File: src/idtr_pkg.sv
package idtr_pkg;

  // register word indices (printed offsets 0x00/0x01 kept as indices, address = 4 * index)
  localparam logic [7:0] IDTR_IDX_ID_LOW   = 8'h00;
  localparam logic [7:0] IDTR_IDX_ID_HIGH  = 8'h01;
  localparam logic [7:0] IDTR_IDX_REV      = 8'h02;
  localparam logic [7:0] IDTR_IDX_TEST     = 8'h03;
  localparam logic [7:0] IDTR_IDX_IRQ_STS  = 8'h04;
  localparam logic [7:0] IDTR_IDX_IRQ_MASK = 8'h05;

  // test control byte field positions
  localparam int IDTR_BIT_PHASE_LOST  = 7;
  localparam int IDTR_BIT_FORCE_FP    = 6;
  localparam int IDTR_BIT_RESYNC      = 4;
  localparam int IDTR_BIT_EDGE_POL    = 2;

  // reset values and the test byte write mask
  localparam logic [7:0] IDTR_TEST_RESET  = 8'h14;
  localparam logic [7:0] IDTR_WMASK_TEST  = 8'h54;
  localparam logic [1:0] IDTR_IRQ_RESET   = 2'h0;

  // power-up resync window
  localparam longint IDTR_RESYNC_WINDOW_S = 2;
  localparam longint IDTR_CLK_HZ          = 100_000_000;
  localparam longint IDTR_RESYNC_CYCLES   = IDTR_RESYNC_WINDOW_S * IDTR_CLK_HZ;

  // apb request carrier
  typedef struct packed {
    logic        sel;
    logic        enable;
    logic        write;
    logic [31:0] addr;
    logic [31:0] wdata;
  } idtr_apb_req_t;

  // outputs toward the main timing loop
  typedef struct packed {
    logic force_freq_phase;
    logic resync_dividers;
    logic rising_edge_lock;
  } idtr_loop_ctl_t;

endpackage : idtr_pkg

File: src/idtr_regs.sv
// Implementation choice: the APB slave port.
`timescale 1ns/1ps
`default_nettype none

module idtr_regs
  import idtr_pkg::*;
#(
  parameter logic [15:0] DEVICE_ID     = 16'h5aa5,  // arbitrary value
  parameter logic [7:0]  SILICON_REV   = 8'h01,     // arbitrary value
  parameter longint      RESYNC_CYCLES = IDTR_RESYNC_CYCLES
)
(
  // clock and reset
  input  wire logic           pclk,
  input  wire logic           presetn,
  // apb slave
  input  wire logic           psel,
  input  wire logic           penable,
  input  wire logic           pwrite,
  input  wire logic [31:0]    paddr,
  input  wire logic [31:0]    pwdata,
  output logic      [31:0]    prdata,
  output logic                pready,
  output logic                pslverr,
  // main timing loop
  input  wire logic           phase_lost_pin,
  output idtr_pkg::idtr_loop_ctl_t loop_ctl,
  // interrupt
  output logic                irq
);
  import idtr_pkg::*;

  // apb request as one carrier, read by field name below
  idtr_apb_req_t  req;

  // access phase decode
  logic           acc;
  logic           wr;
  logic           rd_setup;
  logic           wr_test;
  logic           wr_sts;
  logic           wr_mask;

  // one select per register word
  logic           sel_low;
  logic           sel_high;
  logic           sel_rev;
  logic           sel_test;
  logic           sel_sts;
  logic           sel_mask;
  logic           mapped;

  // test control fields and the byte they form
  logic [7:0]     wdata_test;
  logic           ctl_force;
  logic           next_ctl_force;
  logic           ctl_resync;
  logic           next_ctl_resync;
  logic           ctl_edge;
  logic           next_ctl_edge;
  logic [7:0]     test_ctl;
  logic [7:0]     test_view;

  // interrupt status and mask, one flop per event
  logic           sts_lost;
  logic           next_sts_lost;
  logic           sts_regained;
  logic           next_sts_regained;
  logic           mask_lost;
  logic           next_mask_lost;
  logic           mask_regained;
  logic           next_mask_regained;
  logic [1:0]     irq_sts;
  logic [1:0]     irq_mask;
  logic [1:0]     sts_clr;
  logic [1:0]     ev;

  // power-up resync window
  logic [31:0]    win_cnt;
  logic [31:0]    next_win_cnt;
  logic           in_window;

  // lock status synchroniser and its edges
  logic           lost_meta;
  logic           lost_sync;
  logic           lost_prev;
  logic           lost_rise;
  logic           lost_fall;

  // read path and loop controls ahead of their flops
  logic [31:0]    rd_mux;
  logic [31:0]    next_prdata;
  idtr_loop_ctl_t next_loop_ctl;

  // word index decode; a misaligned byte address selects nothing
  function automatic logic hit(input logic [31:0] a, input logic [7:0] idx);
    hit = (a[1:0] == 2'b00) && (a[31:2] == {22'h0, idx});
  endfunction : hit

  // an 8-bit register sits in the low byte lane, upper lanes read zero
  function automatic logic [31:0] byte_lane(input logic [7:0] b);
    byte_lane = {24'h0, b};
  endfunction : byte_lane

  // carrier for the bus request
  assign req = '{sel: psel, enable: penable, write: pwrite, addr: paddr, wdata: pwdata};

  // setup loads read data, access commits writes
  assign acc      = req.sel && req.enable;
  assign wr       = acc && req.write;
  assign rd_setup = req.sel && !req.enable && !req.write;

  // address decode
  assign sel_low  = hit(req.addr, IDTR_IDX_ID_LOW);
  assign sel_high = hit(req.addr, IDTR_IDX_ID_HIGH);
  assign sel_rev  = hit(req.addr, IDTR_IDX_REV);
  assign sel_test = hit(req.addr, IDTR_IDX_TEST);
  assign sel_sts  = hit(req.addr, IDTR_IDX_IRQ_STS);
  assign sel_mask = hit(req.addr, IDTR_IDX_IRQ_MASK);
  assign mapped   = sel_low | sel_high | sel_rev | sel_test | sel_sts | sel_mask;

  // per-register write strobes; identity words have none, so writes there are lost
  assign wr_test  = wr && sel_test;
  assign wr_sts   = wr && sel_sts;
  assign wr_mask  = wr && sel_mask;

  // zero-wait slave; unmapped or misaligned addresses answer with an error
  assign pready   = 1'b1;
  assign pslverr  = acc && !mapped;

  // level interrupt with no flop, so it drops in the cycle after the clear
  assign irq      = |(irq_sts & irq_mask);

  // lock status comes from another block's pins, so two flops come before any logic
  always_ff @(posedge pclk or negedge presetn)
  begin
    if (!presetn)
    begin
      lost_meta <= 1'b0;
    end
    else
    begin
      lost_meta <= phase_lost_pin;
    end
  end

  // second synchroniser stage; only this one is read by logic
  always_ff @(posedge pclk or negedge presetn)
  begin
    if (!presetn)
    begin
      lost_sync <= 1'b0;
    end
    else
    begin
      lost_sync <= lost_meta;
    end
  end

  // previous level for the edge detector; resets to the locked level
  always_ff @(posedge pclk or negedge presetn)
  begin
    if (!presetn)
    begin
      lost_prev <= 1'b0;
    end
    else
    begin
      lost_prev <= lost_sync;
    end
  end

  // lock lost on a rise, lock regained on a fall
  assign lost_rise = lost_sync & ~lost_prev;
  assign lost_fall = ~lost_sync & lost_prev;
  assign ev        = {lost_fall, lost_rise};

  // only bits 6, 4 and 2 hold a value; test bits stay zero whatever is written
  assign wdata_test      = req.wdata[7:0] & IDTR_WMASK_TEST;
  assign next_ctl_force  = wr_test ? wdata_test[IDTR_BIT_FORCE_FP] : ctl_force;
  assign next_ctl_resync = wr_test ? wdata_test[IDTR_BIT_RESYNC] : ctl_resync;
  assign next_ctl_edge   = wr_test ? wdata_test[IDTR_BIT_EDGE_POL] : ctl_edge;

  // force combined frequency and phase locking
  always_ff @(posedge pclk or negedge presetn)
  begin
    if (!presetn)
    begin
      ctl_force <= IDTR_TEST_RESET[IDTR_BIT_FORCE_FP];
    end
    else
    begin
      ctl_force <= next_ctl_force;
    end
  end

  // keep the output dividers resynchronised
  always_ff @(posedge pclk or negedge presetn)
  begin
    if (!presetn)
    begin
      ctl_resync <= IDTR_TEST_RESET[IDTR_BIT_RESYNC];
    end
    else
    begin
      ctl_resync <= next_ctl_resync;
    end
  end

  // input edge used for locking
  always_ff @(posedge pclk or negedge presetn)
  begin
    if (!presetn)
    begin
      ctl_edge <= IDTR_TEST_RESET[IDTR_BIT_EDGE_POL];
    end
    else
    begin
      ctl_edge <= next_ctl_edge;
    end
  end

  // stored byte; unwritable positions are constant zero
  assign test_ctl = {1'b0, ctl_force, 1'b0, ctl_resync, 1'b0, ctl_edge, 2'b00};

  // a window longer than 2**32 cycles would be cut short by the cast
  assign in_window    = (win_cnt < 32'(RESYNC_CYCLES));
  assign next_win_cnt = in_window ? (win_cnt + 32'h0000_0001) : win_cnt;

  // window counter saturates, so the window never reopens without a reset
  always_ff @(posedge pclk or negedge presetn)
  begin
    if (!presetn)
    begin
      win_cnt <= 32'h0000_0000;
    end
    else
    begin
      win_cnt <= next_win_cnt;
    end
  end

  // write-one-to-clear; an event in the same cycle as its clear wins
  assign sts_clr            = wr_sts ? req.wdata[1:0] : 2'b00;
  assign next_sts_lost      = (sts_lost & ~sts_clr[0]) | ev[0];
  assign next_sts_regained  = (sts_regained & ~sts_clr[1]) | ev[1];
  assign next_mask_lost     = wr_mask ? req.wdata[0] : mask_lost;
  assign next_mask_regained = wr_mask ? req.wdata[1] : mask_regained;

  // status bit 0: lock lost
  always_ff @(posedge pclk or negedge presetn)
  begin
    if (!presetn)
    begin
      sts_lost <= IDTR_IRQ_RESET[0];
    end
    else
    begin
      sts_lost <= next_sts_lost;
    end
  end

  // status bit 1: lock regained
  always_ff @(posedge pclk or negedge presetn)
  begin
    if (!presetn)
    begin
      sts_regained <= IDTR_IRQ_RESET[1];
    end
    else
    begin
      sts_regained <= next_sts_regained;
    end
  end

  // mask bit 0, same layout as the status
  always_ff @(posedge pclk or negedge presetn)
  begin
    if (!presetn)
    begin
      mask_lost <= IDTR_IRQ_RESET[0];
    end
    else
    begin
      mask_lost <= next_mask_lost;
    end
  end

  // mask bit 1
  always_ff @(posedge pclk or negedge presetn)
  begin
    if (!presetn)
    begin
      mask_regained <= IDTR_IRQ_RESET[1];
    end
    else
    begin
      mask_regained <= next_mask_regained;
    end
  end

  // status and mask as words
  assign irq_sts  = {sts_regained, sts_lost};
  assign irq_mask = {mask_regained, mask_lost};

  // bit 7 shows the synchronised lock flag live, bit 5 is unused and reads zero
  assign test_view = {lost_sync, test_ctl[6:0]};

  // read select
  assign rd_mux = sel_low  ? byte_lane(DEVICE_ID[7:0])  :
                  sel_high ? byte_lane(DEVICE_ID[15:8]) :
                  sel_rev  ? byte_lane(SILICON_REV)     :
                  sel_test ? byte_lane(test_view)       :
                  sel_sts  ? {30'h0, irq_sts}           :
                  sel_mask ? {30'h0, irq_mask}          :
                  32'h0000_0000;

  // read data is taken in the setup cycle, so it stands through the access cycle
  assign next_prdata = rd_setup ? rd_mux : prdata;

  // read data flop
  always_ff @(posedge pclk or negedge presetn)
  begin
    if (!presetn)
    begin
      prdata <= 32'h0000_0000;
    end
    else
    begin
      prdata <= next_prdata;
    end
  end

  // controls toward the main timing loop; a flop keeps them glitch free
  assign next_loop_ctl.force_freq_phase = ctl_force;
  assign next_loop_ctl.resync_dividers  = ctl_resync | in_window;
  assign next_loop_ctl.rising_edge_lock = ctl_edge;

  // loop control flops; they trail the test control register by one cycle, two after the write cycle
  always_ff @(posedge pclk or negedge presetn)
  begin
    if (!presetn)
    begin
      loop_ctl <= '0;
    end
    else
    begin
      loop_ctl <= next_loop_ctl;
    end
  end

endmodule : idtr_regs

`default_nettype wire

File: config.mk
export PLATFORM = sky130hd
export DESIGN_NAME = idtr_regs
export DESIGN_NICKNAME = d
export VERILOG_FILES = /design/src/idtr_pkg.sv /design/src/idtr_regs.sv
export SDC_FILE = /design/constraint.sdc
export NUM_CORES = 1
export LEC_CHECK = 0
export ABC_AREA = 1
export BUFFER_PORTS_ARGS = -buffer_cell sky130_fd_sc_hd__buf_2
export CAP_MARGIN = 10
export CORE_MARGIN = 5
export CORE_UTILIZATION = 29
export DETAILED_ROUTE_END_ITERATION = 10
export SKIP_LAST_GASP = 1
export SLEW_MARGIN = 20
export SYNTH_ARGS = -nofsm -noshare
export SYNTH_HDL_FRONTEND = slang
export SYNTH_SLANG_ARGS = --single-unit
File: constraint.sdc
create_clock -name pclk -period 2.8 [get_ports pclk]
set_clock_uncertainty 0.1 [all_clocks]
set_input_delay 0.28 -clock pclk [delete_from_list [all_inputs] [get_ports pclk]]
set_output_delay 0.28 -clock pclk [all_outputs]
set_load 0.02 [all_outputs]
# After elaboration in Yosys (flattened, before gate mapping)
# Index checks and enable logic that the tools add are counted.
[op_classes]
mul = 0
muxes = 7
n_lt_le_gt_ge = 1
bitwise_logic = 17
div = 0
n_shift = 0
eq_ne = 5
reduce_logical = 20
addsub = 1
[ops]
columns = ["cell", "n"]
rows = [
  ["32-bit 2-to-1 mux", 4],
  ["30-bit by 2-bit equality test with 1-bit output (second input constant)", 2],
  ["30-bit by 3-bit equality test with 1-bit output (second input constant)", 2],
  ["32-bit by 1-bit adder with 32-bit output (second input constant)", 1],
  ["32-bit by 28-bit less-than comparator with 1-bit output (second input constant)", 1],
  ["30-bit by 1-bit equality test with 1-bit output (second input constant)", 1],
  ["30-bit logical NOT", 1],
  ["1-bit logical AND", 14],
  ["1-bit OR", 8],
  ["2-bit 2-to-1 mux", 3],
  ["1-bit bitwise AND", 4],
  ["1-bit NOT", 4],
  ["1-bit logical NOT", 3],
  ["2-bit bitwise AND", 1],
  ["2-bit logical NOT", 1],
  ["2-bit OR reduction", 1],
]
[word_totals]
ramBits = 0
latchBits = 0
output_inout_bits = 38
ff_bits = 77
romBits = 0
elab_cells = 66
mem_count = 0
in_bits = 70

# Depth between registers and ports, before layout
[depth]
word_depth = 9
ltp_mapped = 12
depth_no_buf = 10

# Least setup slack after synthesis
# Ideal clock, no wire load.
[synth_path]
path_type = "flip-flop to flip-flop"
startpoint = "reg win_cnt[0]"
endpoint = "reg win_cnt[26]"
t_arrival_ns = 1.416
setup_ns = 0.117
path_slack_ns = 1.167
period_less_slack_ns = 1.633
path_stages_with_launch = 10
t_required_ns = 2.583
cell_sequence = "dfrtp_1 > ha_1 > nand3_1 > inv_1 > nand2_1 > nor2_1 > nand2_1 > xor2_1 > nand2_1 > o21ai_2"
[synth_between]
elab_chain_len = 1
elab_cells_between_ends = 2
[synth_lines]
columns = ["element", "line", "rtl"]
rows = [
  ["from (decl)", "idtr_regs.sv:79", "logic [31:0] win_cnt;"],
  ["from (signal assigned)", "idtr_regs.sv:239", "win_cnt <= next_win_cnt;"],
  ["32-bit by 1-bit adder with 32-bit output / 32-bit by 28-bit less-than comparator with 1-bit output (equally long branches)", "idtr_regs.sv:228, idtr_regs.sv:227", ""],
]
# Parallel ways exist; a longest one is shown, timed or not.
# A chain may end at the register's enable or synchronous reset.

# Worst setup path after layout
# Ends and elaborated chain as after synthesis.

==> results.toml <==
[critical_path]
crit_type = "reg2reg"
worstPathCellList = "ha_1, nand3_1, inv_1, nand2_1, nor2_1, nand2_1, xor2_1, nand2_1, o21ai_2"
rr_startpoint = "win_cnt[0]"
worstPathRequired_ps = 2880
end_kind = "flop"
rrSetupSlack_ps = 790
worst_setup_path_start_kind = "flop"
arrival_ps = 2090
cp_slowest_stage_delay_ps = 420
reg2reg_to = "win_cnt[26]"
worstRegToRegCells = 9
crit_family = "simple AND/OR/NAND/NOR gates"
crit_buf_inv = 1
crit_path_top_delay_cell = "dfrtp_1"
cp_max_fo = 5
crit_top_cell = "nand2_1"

[power]
vdd_drop_max_mv = 0.2098
cellPowerDensity_mw_per_mm2 = 448.2
p_leak_nw = 1.891

[clock_network]
clk_path_buf_depth = 2
cts_resized = 0
ctsRootBufferMaster = "clkbuf_16"
numCtsBuffers = 5
clk_pin_slew_ps = 70
tritoncts = "done"
cts_sinks = 53
h-tree-depth = 2
clock_latency_ps = 290

[global_routing]
grt-ovfl-total = 0
grt_usage = 0.1082
antenna_found_initial = 0
grt_max_degree = 33
grt_pass1_wl_um = 12350
first_global_vias = 2740

[synthesis]
synth_top_area_cell = "dfrtp_1"
syn_inst = 458
synth_top_area_share = 0.3858
avgSynthCellArea_um2 = 7.223
synth_ff_type = "dfrtp_1"
ys_seq_area_frac = 0.4017
synthTopCellsByArea = "dfrtp_1, nand2_1, nor2_1, buf_4, inv_1"
synth_edf_count = 0
ys_ff_latch = 53
yosysWarningCount = 0
synthTopCellsByCount = "nand2_1, nor2_1, dfrtp_1, inv_1, buf_4"
asyncSetResetFlopFracSynth = 1.000
post-synth-top-count-cell = "nand2_1"
ys_types = 34
syn-cell-area_mm2 = 0.003308

[flow_run]
maxCapViolations = 0

[timing]
tns_ps = 0
setup_slack_ps = 785.4
setup_viol = 0
max_freq_mhz = 496.4
hold_violations = 0
rsz0062_at_grt = "false"
min_period_ps = 2015
post-route-period-util = 0.7195
final-max-slew-violation-count = 0

[floorplanning]
chipHeight_um = 116.8
dieWidth_um = 116.8
start_util = 0.2922
io_pins = 108
std_cell_rows = 39
coreArea_mm2 = 0.01132
dieArea_mm2 = 0.01364

[drt]
routed_via_density = 4.338
route.antenna.remaining_nets = 0
drtIter0Drc = 174
routed_wl_um = 7249
first_pass_iters = 4
drc = 0
wire_per_inst_um = 11.03
route.vias.total = 2850

[min_path]
hold_path_class = "in2reg"
hp-start = "pwdata[6]"
whs_path_depth = 3
min_to = "ctl_force"

[final_layout]
regArea_mm2 = 0.001329
multi_input_area_mm2 = 0.001634
areaGrowthSynthToFinish_pct = 15.73
fin_nets = 584
fillers = 1216
drive_above_1_share = 0.1770
diodes = 0

[placement]
portBuffers = 55
post-place-ws_ps = 848.8
gp_congestion = 0.8719
dp_hpwl_um = 5721

[status]
status = "completed"
==> through the flow <==
stage	utilization	power, mW	hold WS [ps]	std cells	area [um2]
detailed placement	0.3193	0.9349	166.6	647	3615
finish	0.3382	1.716	104.7	657	3829
global placement	0.3193	0.9326	159.5	647	3615
CTS	0.3382	1.733	105.2	657	3829
global route	0.3382	1.784	108.9	657	3829
floorplan	-	0.8946	-115.6	481	3395
==> power breakdown <==
group	switching [mW]	internal [mW]	total [mW]	leakage, nW
registers	0.00498	0.776	0.781	0.678
logic	0.0941	0.0450	0.139	1.12
clock network	0.280	0.515	0.796	0.0944
==> how the worst max path moves through the flow <==
| stage | start | end | slack (ps) | depth (start not counted) |
|---|---|---|---|---|
| after CTS | win_cnt[0] | win_cnt[26] | 800 | 9 |
| after floorplan | win_cnt[0] | win_cnt[26] | 1170 | 9 |
| after global placement | win_cnt[0] | win_cnt[26] | 860 | 9 |
| after global routing | win_cnt[0] | win_cnt[26] | 660 | 9 |
| after detailed placement | win_cnt[0] | win_cnt[26] | 850 | 9 |
| final | win_cnt[0] | win_cnt[26] | 790 | 9 |
==> layout make-up <==
| cell class | instances | share of cell area |
|---|---|---|
| Sequential cell | 53 | 0.3471 |
| Clock buffer | 5 | 0.03268 |
| Inverter | 46 | 0.04575 |
| Clock inverter | 3 | 0.01797 |
| Timing Repair Buffer | 60 | 0.08301 |
| Tap cell | 143 | 0.04673 |
| Multi-Input combinational cell | 347 | 0.4268 |
==> state kept, by name, summed over array words and instances (netlist names) <==
register and cells:
win_cnt 32, sts_lost 1, ctl_edge 1, lost_sync 1
lost_meta 1, lost_prev 1, ctl_resync 1, mask_lost 1
prdata 8, sts_regained 1, mask_regained 1, ctl_force 1
loop_ctl 3
==> kinds of logic (layout without fill, tap and decap cells) <==
group / after synthesis / after routing / synth area share
flops: 53 / 53 / 0.4017
simple gates: 277 / 277 / 0.3672
fa+ha+maj: 1 / 1 / 0.003782
buf+inv: 81 / 114 / 0.1305
compound gates: 25 / 25 / 0.04425
other cells: 2 / 25 / 0.002270
xor+xnor: 19 / 19 / 0.05030
==> repair_timing <==
action                                 in CTS  in global routing
hold buffers                                2                  0
setup buffers                               0                  0
endpoints found under the hold margin      19                  0
==> layout by cell type, fill, tap and decap left out, types with 9 or more instances in the layout <==
master / synthesis / layout
dfrtp_1: 51 / 51
inv_1: 44 / 44
nand3_1: 23 / 23
xnor2_1: 10 / 10
nor2_1: 68 / 68
o21ai_0: 14 / 14
conb_1: 2 / 25
buf_2: 1 / 55
nand2_1: 140 / 140
nand4_1: 10 / 10
nor3_1: 12 / 12
xor2_1: 9 / 9
==> per-layer routing <==
metal | track usage | wire length, um | vias to the layer above | part of all wire
li1 | - | - | 1483 | -
met1 | 0.1391 | 3235 | 1295 | 0.45
met2 | 0.1923 | 3594 | 68 | 0.50
met3 | 0.01697 | 366 | 4 | 0.050
met4 | 0.02294 | 52 | 0 | 0.0072
met5 | 0 | 0 | - | 0
==> worst reg2reg max path, cell delays in order, from the launching register on <==
cell     delay [ps]
dfrtp_1         420
ha_1            250
nand3_1         250
inv_1           160
nand2_1         110
nor2_1          230
nand2_1         110
xor2_1          150
nand2_1          70
o21ai_2          50
(Power assumes the default switching activity.)
